===== config.mk =====
export PLATFORM = sky130hd
export DESIGN_NAME = cpu_clock_source_select
export DESIGN_NICKNAME = d
export VERILOG_FILES = /design/src/clk_sel_pkg.sv /design/src/osc_sup_if.sv /design/src/osc_supervisor.sv /design/src/cpu_clock_source_select.sv
export SDC_FILE = /design/constraint.sdc
export NUM_CORES = 1
export LEC_CHECK = 0
export BUFFER_PORTS_ARGS = -buffer_cell sky130_fd_sc_hd__clkbuf_2
export CAP_MARGIN = 20
export CORE_MARGIN = 2
export CORE_UTILIZATION = 60
export DETAILED_ROUTE_END_ITERATION = 6
export HOLD_SLACK_MARGIN = 0.12
export PLACE_DENSITY_LB_ADDON = 0.25
export SYNTH_ARGS = -nofsm -noshare
export SYNTH_HDL_FRONTEND = slang
export SYNTH_SLANG_ARGS = --single-unit

===== constraint.sdc =====
create_clock -name i_clk -period 4.79 [get_ports i_clk]
set_input_delay 0 -clock i_clk [delete_from_list [all_inputs] [get_ports i_clk]]
set_output_delay 0 -clock i_clk [all_outputs]
set_load 0.01 [all_outputs]

===== src/clk_sel_pkg.sv =====
// clk_sel_pkg: constants, codes and types shared by the cpu clock source selector.
// assumes a 200 MHz system clock; the free-running pll half period in cycles is derived from that rate.
package clk_sel_pkg;

    // system clock
    localparam int CLK_PERIOD_NS = 5;

    // free-running pll model: half period as a time, then as cycles (least time, rounded up)
    localparam int FREE_HALF_NS = 20;
    localparam int FREE_HALF_CYC_I = (FREE_HALF_NS + CLK_PERIOD_NS - 1) / CLK_PERIOD_NS;
    localparam logic [3:0] FREE_HALF_CYC = 4'(FREE_HALF_CYC_I);

    // oscillator supervisor overflow, in free-running pll cycles
    localparam logic [4:0] OSC_OVF_COUNT = 5'h10;

    // configuration codes on the clock config pins
    localparam logic [2:0] CFG_X4 = 3'h7;
    localparam logic [2:0] CFG_X3 = 3'h6;
    localparam logic [2:0] CFG_X2 = 3'h5;
    localparam logic [2:0] CFG_X5 = 3'h4;
    localparam logic [2:0] CFG_DIRECT = 3'h3;
    localparam logic [2:0] CFG_X1P5 = 3'h2;
    localparam logic [2:0] CFG_PRESCALE = 3'h1;
    localparam logic [2:0] CFG_X2P5 = 3'h0;
    localparam logic [2:0] CFG_RESET = 3'h7;

    // input period measurement width
    localparam int PER_W = 16;
    localparam int ACC_W = 17;
    localparam logic [PER_W-1:0] PER_MAX = 16'hffff;

    // clock source, gray along prescale / direct -> failsafe
    typedef enum logic [1:0] {
        SRC_PLL = 2'h0,
        SRC_DIRECT = 2'h1,
        SRC_FAILSAFE = 2'h3,
        SRC_PRESCALE = 2'h2
    } src_t;

    // cpu clock phases per input period (twice the factor)
    function automatic logic [3:0] phases_of(input logic [2:0] cfg);
        logic [3:0] p;
        p = 4'h8;
        unique case (cfg)
            CFG_X4: p = 4'h8;
            CFG_X3: p = 4'h6;
            CFG_X2: p = 4'h4;
            CFG_X5: p = 4'ha;
            CFG_X1P5: p = 4'h3;
            CFG_X2P5: p = 4'h5;
            CFG_DIRECT: p = 4'h2;
            CFG_PRESCALE: p = 4'h1;
        endcase
        return p;
    endfunction

    // input transitions between resynchronisations (factor, or whole periods for fractions)
    function automatic logic [2:0] resync_of(input logic [2:0] cfg);
        logic [2:0] r;
        r = 3'h4;
        unique case (cfg)
            CFG_X4: r = 3'h4;
            CFG_X3: r = 3'h3;
            CFG_X2: r = 3'h2;
            CFG_X5: r = 3'h5;
            CFG_X1P5: r = 3'h2;
            CFG_X2P5: r = 3'h2;
            CFG_DIRECT: r = 3'h2;
            CFG_PRESCALE: r = 3'h2;
        endcase
        return r;
    endfunction

    // source selected by a configuration code
    function automatic src_t src_of(input logic [2:0] cfg);
        src_t s;
        s = SRC_PLL;
        if (cfg == CFG_DIRECT)
        begin
            s = SRC_DIRECT;
        end
        else if (cfg == CFG_PRESCALE)
        begin
            s = SRC_PRESCALE;
        end
        return s;
    endfunction

endpackage


===== src/osc_sup_if.sv =====
// osc_sup_if: link between the clock selector and its oscillator supervisor.
// assumes both ends run on the same system clock.
`timescale 1ns/1ps
interface osc_sup_if;
    logic run;
    logic in_edge;
    logic free_tick;
    logic overflow;

    modport ctrl (output run, output in_edge, output free_tick, input overflow);
    modport sup (input run, input in_edge, input free_tick, output overflow);
endinterface


===== src/osc_supervisor.sv =====
// osc_supervisor: counts free-running pll cycles, cleared by every input transition.
// assumes in_edge and free_tick are single-cycle pulses on i_clk.
`timescale 1ns/1ps
module osc_supervisor
    import clk_sel_pkg::*;
(
    input wire logic i_clk,
    input wire logic i_rst_n,
    osc_sup_if.sup bus
);

    typedef struct packed {
        logic [4:0] cnt;
        logic ovf;
    } sup_state_t;

    sup_state_t st_ff;
    sup_state_t nxt_st;

    // clear on transition wins over a tick in the same cycle
    always_comb
    begin
        nxt_st = st_ff;
        nxt_st.ovf = 1'b0;
        if (!bus.run || bus.in_edge)
        begin
            nxt_st.cnt = 5'h00; // see RL8
        end
        else if (bus.free_tick)
        begin
            if (st_ff.cnt == OSC_OVF_COUNT - 5'h01)
            begin
                nxt_st.cnt = 5'h00;
                nxt_st.ovf = 1'b1; // see RL8
            end
            else
            begin
                nxt_st.cnt = st_ff.cnt + 5'h01; // see RL8
            end
        end
        if (!i_rst_n)
        begin
            nxt_st = '0;
        end
    end

    // state register
    always_ff @(posedge i_clk)
    begin
        st_ff <= nxt_st;
    end

    assign bus.overflow = st_ff.ovf;

endmodule // osc_supervisor


===== src/cpu_clock_source_select.sv =====
// cpu_clock_source_select: picks and generates the cpu clock from the oscillator input.
// assumes i_clock_input_pin and i_clock_config_pins are asynchronous pins, and that
// i_osc_supervisor_disable comes from the system config register on i_clk.
// Function
// RL1: config pins sampled while reset is active choose the clock mechanism.
// RL2: codes map to x4,x3,x2,x5,direct,x1.5,divide-by-two,x2.5.
// RL3: code 001 toggles cpu clock once per input period.
// RL4: code 011 bypasses the pll and follows the input level.
// RL5: in direct drive two consecutive phases equal one input period.
// RL6: direct/prescale: pll runs for supervisor unless disable bit is set.
// RL7: both cpu clock edges are usable; phase is time between edges.
// RL8: supervisor counts pll cycles, cleared on input transitions, overflows at 16.
// RL9: overflow switches to free pll clock and flags irq until reset.
// RL10: supervisor enabled after reset; disable bit turns it off.
// RL11: pll modes resynchronise cpu clock every F-th input transition.
// RL12: sampled config code is held until the next reset.
`timescale 1ns/1ps
module cpu_clock_source_select
    import clk_sel_pkg::*;
(
    input wire logic i_clk,
    input wire logic i_rst_n,
    input wire logic i_clock_input_pin,
    input wire logic [2:0] i_clock_config_pins,
    input wire logic i_osc_supervisor_disable,
    output logic o_cpu_clk,
    output logic o_clock_phase_edge,
    output logic o_pll_enable,
    output logic o_clock_fail_irq,
    output logic [2:0] o_clock_config,
    output logic [1:0] o_clock_source
);

    typedef struct packed {
        logic pin_s1;
        logic pin_s2;
        logic pin_prev;
        logic [2:0] cfg_s1;
        logic [2:0] cfg_s2;
        logic [2:0] cfg;
        src_t src;
        logic cpu_clk;
        logic phase_edge;
        logic free_clk;
        logic [3:0] free_cnt;
        logic [PER_W-1:0] per_cnt;
        logic [PER_W-1:0] per_meas;
        logic per_seen;
        logic [ACC_W-1:0] acc;
        logic [2:0] trans_cnt;
        logic fail;
    } sel_state_t;

    sel_state_t st_ff;
    sel_state_t nxt_st;
    osc_sup_if sup_bus ();

    logic pin_edge;
    logic pin_rise;
    logic free_wrap;
    logic sup_run;
    logic pll_on;
    logic [ACC_W-1:0] acc_sum;

    // input edges come only from the second sync stage onward
    assign pin_edge = st_ff.pin_s2 ^ st_ff.pin_prev;
    assign pin_rise = st_ff.pin_s2 & ~st_ff.pin_prev;
    assign free_wrap = (st_ff.free_cnt == FREE_HALF_CYC - 4'h1);
    // supervisor only guards the non-pll sources, and is on unless software disables it
    assign sup_run = ((st_ff.src == SRC_DIRECT) || (st_ff.src == SRC_PRESCALE))
                     && !i_osc_supervisor_disable; // see RL6 see RL10
    assign pll_on = (st_ff.src == SRC_PLL) || (st_ff.src == SRC_FAILSAFE) || sup_run; // see RL6
    assign acc_sum = st_ff.acc + ACC_W'(phases_of(st_ff.cfg));

    // supervisor hookup
    assign sup_bus.run = sup_run;
    assign sup_bus.in_edge = pin_edge;
    // one tick per free clock period, on its low-to-high wrap
    assign sup_bus.free_tick = pll_on && free_wrap && !st_ff.free_clk;

    osc_supervisor u_sup (
        .i_clk(i_clk),
        .i_rst_n(i_rst_n),
        .bus(sup_bus.sup)
    );

    // next state of the whole selector
    always_comb
    begin
        nxt_st = st_ff;
        // two-stage synchronisers on the pins
        nxt_st.pin_s1 = i_clock_input_pin;
        nxt_st.pin_s2 = st_ff.pin_s1;
        nxt_st.pin_prev = st_ff.pin_s2;
        nxt_st.cfg_s1 = i_clock_config_pins;
        nxt_st.cfg_s2 = st_ff.cfg_s1;

        // free-running pll model, stopped when the pll is switched off
        if (!pll_on)
        begin
            nxt_st.free_cnt = 4'h0; // see RL6
            nxt_st.free_clk = 1'b0;
        end
        else if (free_wrap)
        begin
            nxt_st.free_cnt = 4'h0;
            nxt_st.free_clk = ~st_ff.free_clk;
        end
        else
        begin
            nxt_st.free_cnt = st_ff.free_cnt + 4'h1;
        end

        unique case (st_ff.src)
            SRC_DIRECT:
            begin
                nxt_st.cpu_clk = st_ff.pin_s2; // see RL4 see RL5
                // only a supervised source falls back; with the supervisor off a dead input stays dead
                if (sup_bus.overflow && sup_run)
                begin
                    nxt_st.src = SRC_FAILSAFE; // see RL9
                    nxt_st.fail = 1'b1;
                end
            end
            SRC_PRESCALE:
            begin
                // rising edges only, so each cpu phase lasts one whole input period
                if (pin_rise)
                begin
                    nxt_st.cpu_clk = ~st_ff.cpu_clk; // see RL3
                end
                if (sup_bus.overflow && sup_run)
                begin
                    nxt_st.src = SRC_FAILSAFE; // see RL9
                    nxt_st.fail = 1'b1;
                end
            end
            SRC_FAILSAFE:
            begin
                // no way back to the input without a reset, even if it recovers
                nxt_st.cpu_clk = st_ff.free_clk; // see RL9
            end
            SRC_PLL:
            begin
                // measure the input period in system cycles, saturating
                // the first rise after reset only starts the count: the span before it is no whole period
                if (pin_rise)
                begin
                    if (st_ff.per_seen)
                    begin
                        nxt_st.per_meas = (st_ff.per_cnt == PER_MAX) ? PER_MAX : st_ff.per_cnt + 16'h0001;
                    end
                    nxt_st.per_seen = 1'b1;
                    nxt_st.per_cnt = 16'h0000;
                end
                else if (st_ff.per_cnt != PER_MAX)
                begin
                    nxt_st.per_cnt = st_ff.per_cnt + 16'h0001;
                end
                // spread 2F phases evenly over one measured period
                if ((st_ff.per_meas != 16'h0000) && (acc_sum >= ACC_W'(st_ff.per_meas)))
                begin
                    nxt_st.acc = acc_sum - ACC_W'(st_ff.per_meas); // see RL2
                    nxt_st.cpu_clk = ~st_ff.cpu_clk;
                end
                else
                begin
                    // hold the accumulator empty until a period is known, so no burst of phases follows
                    nxt_st.acc = (st_ff.per_meas == '0) ? '0 : acc_sum;
                end
                // realign the phase generator to the input every F-th transition, every second one for x1.5 and x2.5
                if (pin_edge)
                begin
                    if (st_ff.trans_cnt == resync_of(st_ff.cfg) - 3'h1)
                    begin
                        nxt_st.trans_cnt = 3'h0;
                        nxt_st.acc = '0; // see RL11
                    end
                    else
                    begin
                        nxt_st.trans_cnt = st_ff.trans_cnt + 3'h1;
                    end
                end
            end
        endcase

        // a change of level is a usable cpu clock edge
        // taken from the next level so the flag stands in the same cycle as the new level
        nxt_st.phase_edge = nxt_st.cpu_clk ^ st_ff.cpu_clk; // see RL7

        // synchronous reset keeps loading the synchronised code; it is frozen at release
        if (!i_rst_n)
        begin
            nxt_st.cfg = st_ff.cfg_s2; // see RL1 see RL12
            nxt_st.src = src_of(st_ff.cfg_s2); // see RL2
            nxt_st.cpu_clk = 1'b0;
            nxt_st.phase_edge = 1'b0;
            nxt_st.free_clk = 1'b0;
            nxt_st.free_cnt = 4'h0;
            nxt_st.per_cnt = '0;
            nxt_st.per_meas = '0;
            nxt_st.per_seen = 1'b0;
            nxt_st.acc = '0;
            nxt_st.trans_cnt = 3'h0;
            nxt_st.fail = 1'b0;
        end
    end

    // state register
    always_ff @(posedge i_clk)
    begin
        st_ff <= nxt_st;
    end

    // outputs straight from the state register, all but the pll enable
    assign o_cpu_clk = st_ff.cpu_clk;
    assign o_clock_phase_edge = st_ff.phase_edge;
    // pll enable is decoded, not registered, so a change of the disable bit acts at once
    assign o_pll_enable = pll_on;
    assign o_clock_fail_irq = st_ff.fail; // see RL9
    assign o_clock_config = st_ff.cfg;
    assign o_clock_source = st_ff.src;

endmodule // cpu_clock_source_select


==> results of run 1 <==
[synth_stat cells, types with 7 or more instances]
cell | n | share of area [%]
nand2_1 | 44 | 3.2
or3_1 | 10 | 1.2
xor2_1 | 16 | 2.7
nor4_1 | 8 | 0.97
nor2_1 | 61 | 4.4
and3_1 | 10 | 1.2
nor3_1 | 17 | 1.6
dfxtp_1 | 82 | 32
nand3_1 | 17 | 1.6
a31oi_1 | 7 | 0.85
clkbuf_1 | 20 | 1.5
inv_1 | 39 | 2.8
nand4_1 | 14 | 1.7
o211ai_1 | 8 | 1.2
xnor2_1 | 34 | 5.8
ha_1 | 32 | 7.8
a21o_1 | 8 | 1.2
a21oi_1 | 34 | 3.3
o21ai_0 | 34 | 3.3
o21a_1 | 7 | 1.0
nor2b_1 | 11 | 1.3
[stage by stage]
| step | std cells | power (mW) | cell area (um2) | hold WS [ns] |
|---|---|---|---|---|
| final | 732 | 1.62 | 5530 | 0.221 |
| after detailed placement | 711 | 1.07 | 5260 | 0.105 |
| after global placement | 710 | 1.06 | 5240 | 0.104 |
| after floorplan | 618 | 1.01 | 5160 | 0.0277 |
| after global routing | 732 | 1.70 | 5530 | 0.227 |
| after CTS | 732 | 1.63 | 5530 | 0.192 |
[final timing paths]
kind | slack [ns] | end | cells after the start | start
worst min register to register | 0.33 | st_ff[67]$_DFF_P_ | 0 | nxt_st[67]$_DFF_P_
worst max-delay path | 0.52 | st_ff[20]$_SDFFE_PN0P_ | 12 | st_ff[6]$_SDFFE_PN0P_
worst min-delay path | 0.22 | st_ff[57]$_SDFF_PP0_ | 3 | i_rst_n
worst max register to register | 0.52 | st_ff[20]$_SDFFE_PN0P_ | 12 | st_ff[6]$_SDFFE_PN0P_
[state kept, by name (all words and copies together), names as in the netlist, named ones only]
name and flops:
nxt_st 5, o_clock_config 3, o_clock_fail_irq 1, o_clock_phase_edge 1, o_clock_source 2, o_cpu_clk 1
st_ff 62, u_sup.bus.overflow 1, u_sup.st_ff 5
[where the power goes]
part	internal (mW)	leakage, nW	total (mW)	switching, mW
combinational	0.113	1.31	0.303	0.191
sequential	0.750	0.716	0.764	0.0141
clock	0.278	0.105	0.556	0.278
[placed cells by master (no fill, tap or decap), types with 7 or more instances in the layout]
cell / instances
o211ai_1: 8
xnor2_1: 34
nand4_1: 14
nor4_1: 8
a21o_1: 8
clkbuf_2: 15
nor3_1: 17
a31oi_1: 7
o21ai_0: 34
nand2_1: 44
inv_1: 39
ha_1: 32
a21oi_1: 34
dfxtp_1: 82
and3_1: 10
nor2b_1: 11
clkbuf_8: 9
xor2_1: 16
or3_1: 10
o21a_1: 7
nor2_1: 61
nand3_1: 17
[cell type report]
class,instances,area [um2]
Timing Repair Buffer,24,159
Inverter,39,146
Fill cell,676,2770
Sequential cell,87,1790
Tap cell,105,131
Clock buffer,10,149
Multi-Input combinational cell,461,3080
Clock inverter,6,71.3
[worst max-delay path, cell delays in order, from the launching register on]
cell and delay (ns):
dfxtp_1 0.33, ha_1 0.35, nand2_1 0.06, o21ai_0 0.46, nand3_1 0.18, or3_1 0.39, xnor2_1 0.17, ha_1 0.40
nand4_1 0.25, nor4_1 0.74, o21a_4 0.37, nor2_1 0.13, o41ai_1 0.34
[logic make-up after synthesis]
logic type               after synthesis  share of synthesized area [%]
AND/OR/NAND/NOR                      219                           21.4
XOR/XNOR                              50                           8.48
multiplexers                           6                           1.21
adder cells (fa/ha/maj)               34                           8.53
flip-flops                            87                           34.7
buffers and inverters                 70                           5.72
AO/OA/AOI/OAI                        152                           20.0
[layer usage]
metal	up-vias	routed length [um]	GRT usage (%)
met5	-	0	0
met3	18	745	4.19
met4	0	197	8.13
li1	2226	-	-
met2	159	5690	42.7
met1	2051	5440	36.9
[what timing repair did]
item | 4_1_cts | 5_1_grt
hold buffers | 5 | 0
endpoints found under the setup margin | 0 | 0
hold endpoints to repair | 13 | 0
==> impl_metrics.tcl, run 1 <==
set metrics [dict create \
    overflow 0 \
    nets 663 \
    outcome "finished clean" \
    hold_path.class "in2reg" \
    synth_cell_types 68 \
    powerDensity_mw_per_mm2 294 \
    synth_nets 659 \
    diodes 0 \
    cts_buffers 9 \
    ant_nets 0 \
    p_leak_nw 2.13 \
    clk_path_buf_depth 2 \
    rsz0062_at_grt "false" \
    first_iter_violations 287 \
    fmaxAchievable_mhz 234 \
    dp_slack_ns 0.602 \
    fin_crit_ns 4.27 \
    vias 4454 \
    grt_pass1_vias 4213 \
    dieArea_mm2 0.00936 \
    die_w_um 96.8 \
    coreArea_mm2 0.00830 \
    worstSetupPathType "reg2reg" \
    place_congestion 0.968 \
    dp_hpwl_mm 8.96 \
    post_cts_buffers 0 \
    synth_edf_count 5 \
    timing.final.max_slew_violations 0 \
    ios 16 \
    skew_ns 0.0108 \
    final_util_pct 66.6 \
    tightest_slew_ns 0.820 \
    grt_max_degree 32 \
    synth_cells 618 \
    port_buffers 15 \
    peakVddDrop_uv 178 \
    insertion_delay_ns 0.36 \
    maxCapViolCount 0 \
    setup_slack_ns 0.525 \
    arrival_ns 4.53 \
    post_synth.cell_area_avg_um2 8.36 \
    antenna_found_initial 0 \
    grt_usage_pct 26.6 \
    clock_sinks 87 \
    clk_pin_slew_worst_paths_ns 0.09 \
    post-route-period-util_pct 89.0 \
    async_reset_ff_share_pct 0 \
    start_util_pct 62.2 \
    root_buffer "clkbuf_8" \
    synth_area_mm2 0.00516 \
    drive_gt1_share_pct 7.66 \
    wire_per_inst_um 16.5 \
    die_height_um 96.8 \
    cts_tree "done" \
    setup_violations 0 \
    cp-end-kind "flip-flop" \
    firstDrtPassIters 5 \
    drt_wl_total_mm 12.1 \
    h-tree-depth 3 \
    syn_to_final_growth_pct 7.00 \
    fin_tns_setup_ns 0 \
    drcViolationCount 0 \
    slew_headroom_pct 45.2 \
    ys_ff_latch 87 \
    crit_fanout 16 \
    hold_violations 0 \
    num_rows 33 \
    vias_per_cell 6.08 \
    cts_resized 0 \
    crit_path_start_kind "flip-flop" \
    seq_area_frac_synth_pct 34.7 \
    yosys_warnings 0 \
    worst_ep_required_time_ns 5.06 \
    grt_pass1_wl_mm 20.8 \
    ys.flop_type "dfxtp_1" \
]
No activity file was read; power rests on OpenSTA's default activity.
==> run 2, diff against run 1 <==
--- a/config.mk
+++ b/config.mk
@@ -5,12 +5,13 @@
 export SDC_FILE = /design/constraint.sdc
 export NUM_CORES = 1
 export LEC_CHECK = 0
-export BUFFER_PORTS_ARGS = -buffer_cell sky130_fd_sc_hd__clkbuf_2
+export BUFFER_PORTS_ARGS = -buffer_cell sky130_fd_sc_hd__buf_4
 export CAP_MARGIN = 20
 export CORE_MARGIN = 2
 export CORE_UTILIZATION = 60
 export DETAILED_ROUTE_END_ITERATION = 6
 export HOLD_SLACK_MARGIN = 0.12
+export MAX_ROUTING_LAYER = met4
 export PLACE_DENSITY_LB_ADDON = 0.25
 export SYNTH_ARGS = -nofsm -noshare
 export SYNTH_HDL_FRONTEND = slang
==> impl_metrics.tcl, run 2 (same netlist as run 1, synthesis figures left out) <==
set metrics [dict create \
    reg2reg_slack_ns 0.50 \
    clk_path_buf_depth 2 \
    ant_nets 0 \
    cp_common_cell "ha_1" \
    cp-end-kind "flip-flop" \
    min_path_cells 2 \
    r2r-start "st_ff[6]$_SDFFE_PN0P_" \
    port_buffers 15 \
    final_common_cell "dfxtp_1" \
    insertion_delay_ns 0.36 \
    root_buffer "clkbuf_8" \
    r2r_end "st_ff[4]$_SDFFE_PN0P_" \
    dieArea_mm2 0.00936 \
    crit_chain "ha_1, nand2_1, o21ai_0, nand3_1, or3_1, xnor2_1, ha_1, nand4_1, nor4_1, o21a_4, nor2_1, o311ai_0" \
    hold_ws_ns 0.279 \
    postCtsHoldBufs 7 \
    tightest_slew_ns 0.777 \
    maxCapViolCount 0 \
    clk_pin_slew_worst_paths_ns 0.09 \
    fin_tns_setup_ns 0 \
    rsz0062_at_grt "false" \
    cts_tree "done" \
    grt_usage_pct 27.8 \
    gr-usage-met3_pct 5.78 \
    largest_register_ffs 62 \
    first_iter_violations 318 \
    ios 16 \
    fin_crit_ns 4.29 \
    drt_wl_total_mm 12.4 \
    global_route.usage.met2_pct 43.9 \
    outcome "finished clean" \
    wire_per_inst_um 16.8 \
    place_congestion 0.989 \
    min-delay-start "i_clock_config_pins[0]" \
    post_cts_buffers 0 \
    hold_path.class "in2reg" \
    cts_resized 0 \
    drive_gt1_share_pct 7.31 \
    power_mw 1.52 \
    use_met1_pct 34.7 \
    h-tree-depth 3 \
    die_height_um 96.8 \
    whs_endpoint "nxt_st[66]$_DFF_P_" \
    grt_pass1_wl_mm 20.9 \
    die_w_um 96.8 \
    syn_to_final_growth_pct 7.00 \
    vias 4562 \
    cts_buffers 9 \
    worst_ep_required_time_ns 5.04 \
    powerDensity_mw_per_mm2 276 \
    timing.final.max_slew_violations 0 \
    skew_ns 0.0150 \
    rr_worst_depth 12 \
    setup_violations 0 \
    stdcell_area_mm2 0.00553 \
    post-route-period-util_pct 89.5 \
    crit_path_start_kind "flip-flop" \
    top_register "st_ff" \
    diodes 0 \
    p_leak_nw 2.12 \
    top_usage_layer "met2" \
    grt_max_degree 31 \
    crit_fanout 16 \
    critPathSlowestCell "nor4_1" \
    vias_per_cell 6.22 \
    peakVddDrop_uv 201 \
    arrival_ns 4.54 \
    slew_headroom_pct 48.2 \
    worstSetupPathType "reg2reg" \
    clock_sinks 87 \
    dp.cells 710 \
    place_area_mm2 0.00528 \
    fin_cells 734 \
    start_util_pct 62.2 \
    slowest_delay_ns 0.70 \
    overflow 0 \
    firstDrtPassIters 5 \
    coreArea_mm2 0.00830 \
    fmaxAchievable_mhz 233 \
    num_rows 33 \
    drcViolationCount 0 \
    antenna_found_initial 0 \
    dp_hpwl_mm 9.06 \
    grt_pass1_vias 4439 \
    hold_violations 0 \
    nets 665 \
    final_cell_mix "dfxtp_1, nor2_1, nand2_1" \
]
run 2: worst max path at each step:
stage | startpoint | to | slack [ns] | cells after the start
global placement | flip-flop | st_ff[4]$_SDFFE_PN0P_ | 0.73 | 12
floorplan | flip-flop | st_ff[18]$_SDFFE_PN0P_ | 1.08 | 13
detailed placement | flip-flop | st_ff[4]$_SDFFE_PN0P_ | 0.51 | 12
CTS | flip-flop | st_ff[4]$_SDFFE_PN0P_ | 0.53 | 12
finish | st_ff[6]$_SDFFE_PN0P_ | st_ff[4]$_SDFFE_PN0P_ | 0.50 | 12
global route | flip-flop | st_ff[4]$_SDFFE_PN0P_ | 0.01 | 12
run 2: per-stage QoR:
step	setup WS, ns	util, %
finish	0.504	66.6
global route	0.0136	66.6
CTS	0.528	66.5
detailed placement	0.513	63.6
global placement	0.733	63.6
floorplan	1.08	-
run 2: worst max-delay path, delay by kind of cell (launching register included):
| family | cells | cell delay, ns |
|---|---|---|
| xor+xnor | 1 | 0.16 |
| compound gates | 3 | 1.22 |
| fa+ha+maj | 2 | 0.74 |
| flops | 1 | 0.33 |
| simple gates | 6 | 1.72 |
run 2: power breakdown:
group,switching [mW],internal [mW]
Clock,0.264,0.189
Sequential,0.0138,0.750
Combinational,0.190,0.117
run 2: metal layers:
metal / vias up / routed length, um / share of wire (%)
li1: 2227 / - / -
met1: 2134 / 5340 / 43
met2: 166 / 5770 / 47
met3: 35 / 856 / 6.9
met4: 0 / 386 / 3.1
met5: - / 0 / 0
run 2: cell type report:
| cell class | instances | area [um2] |
|---|---|---|
| Clock buffer | 11 | 131 |
| Timing Repair Buffer | 26 | 213 |
| Clock inverter | 5 | 35.0 |
| Multi-Input combinational cell | 461 | 3080 |
| Inverter | 39 | 146 |
| Sequential cell | 87 | 1790 |
| Tap cell | 105 | 131 |
| Fill cell | 694 | 2770 |
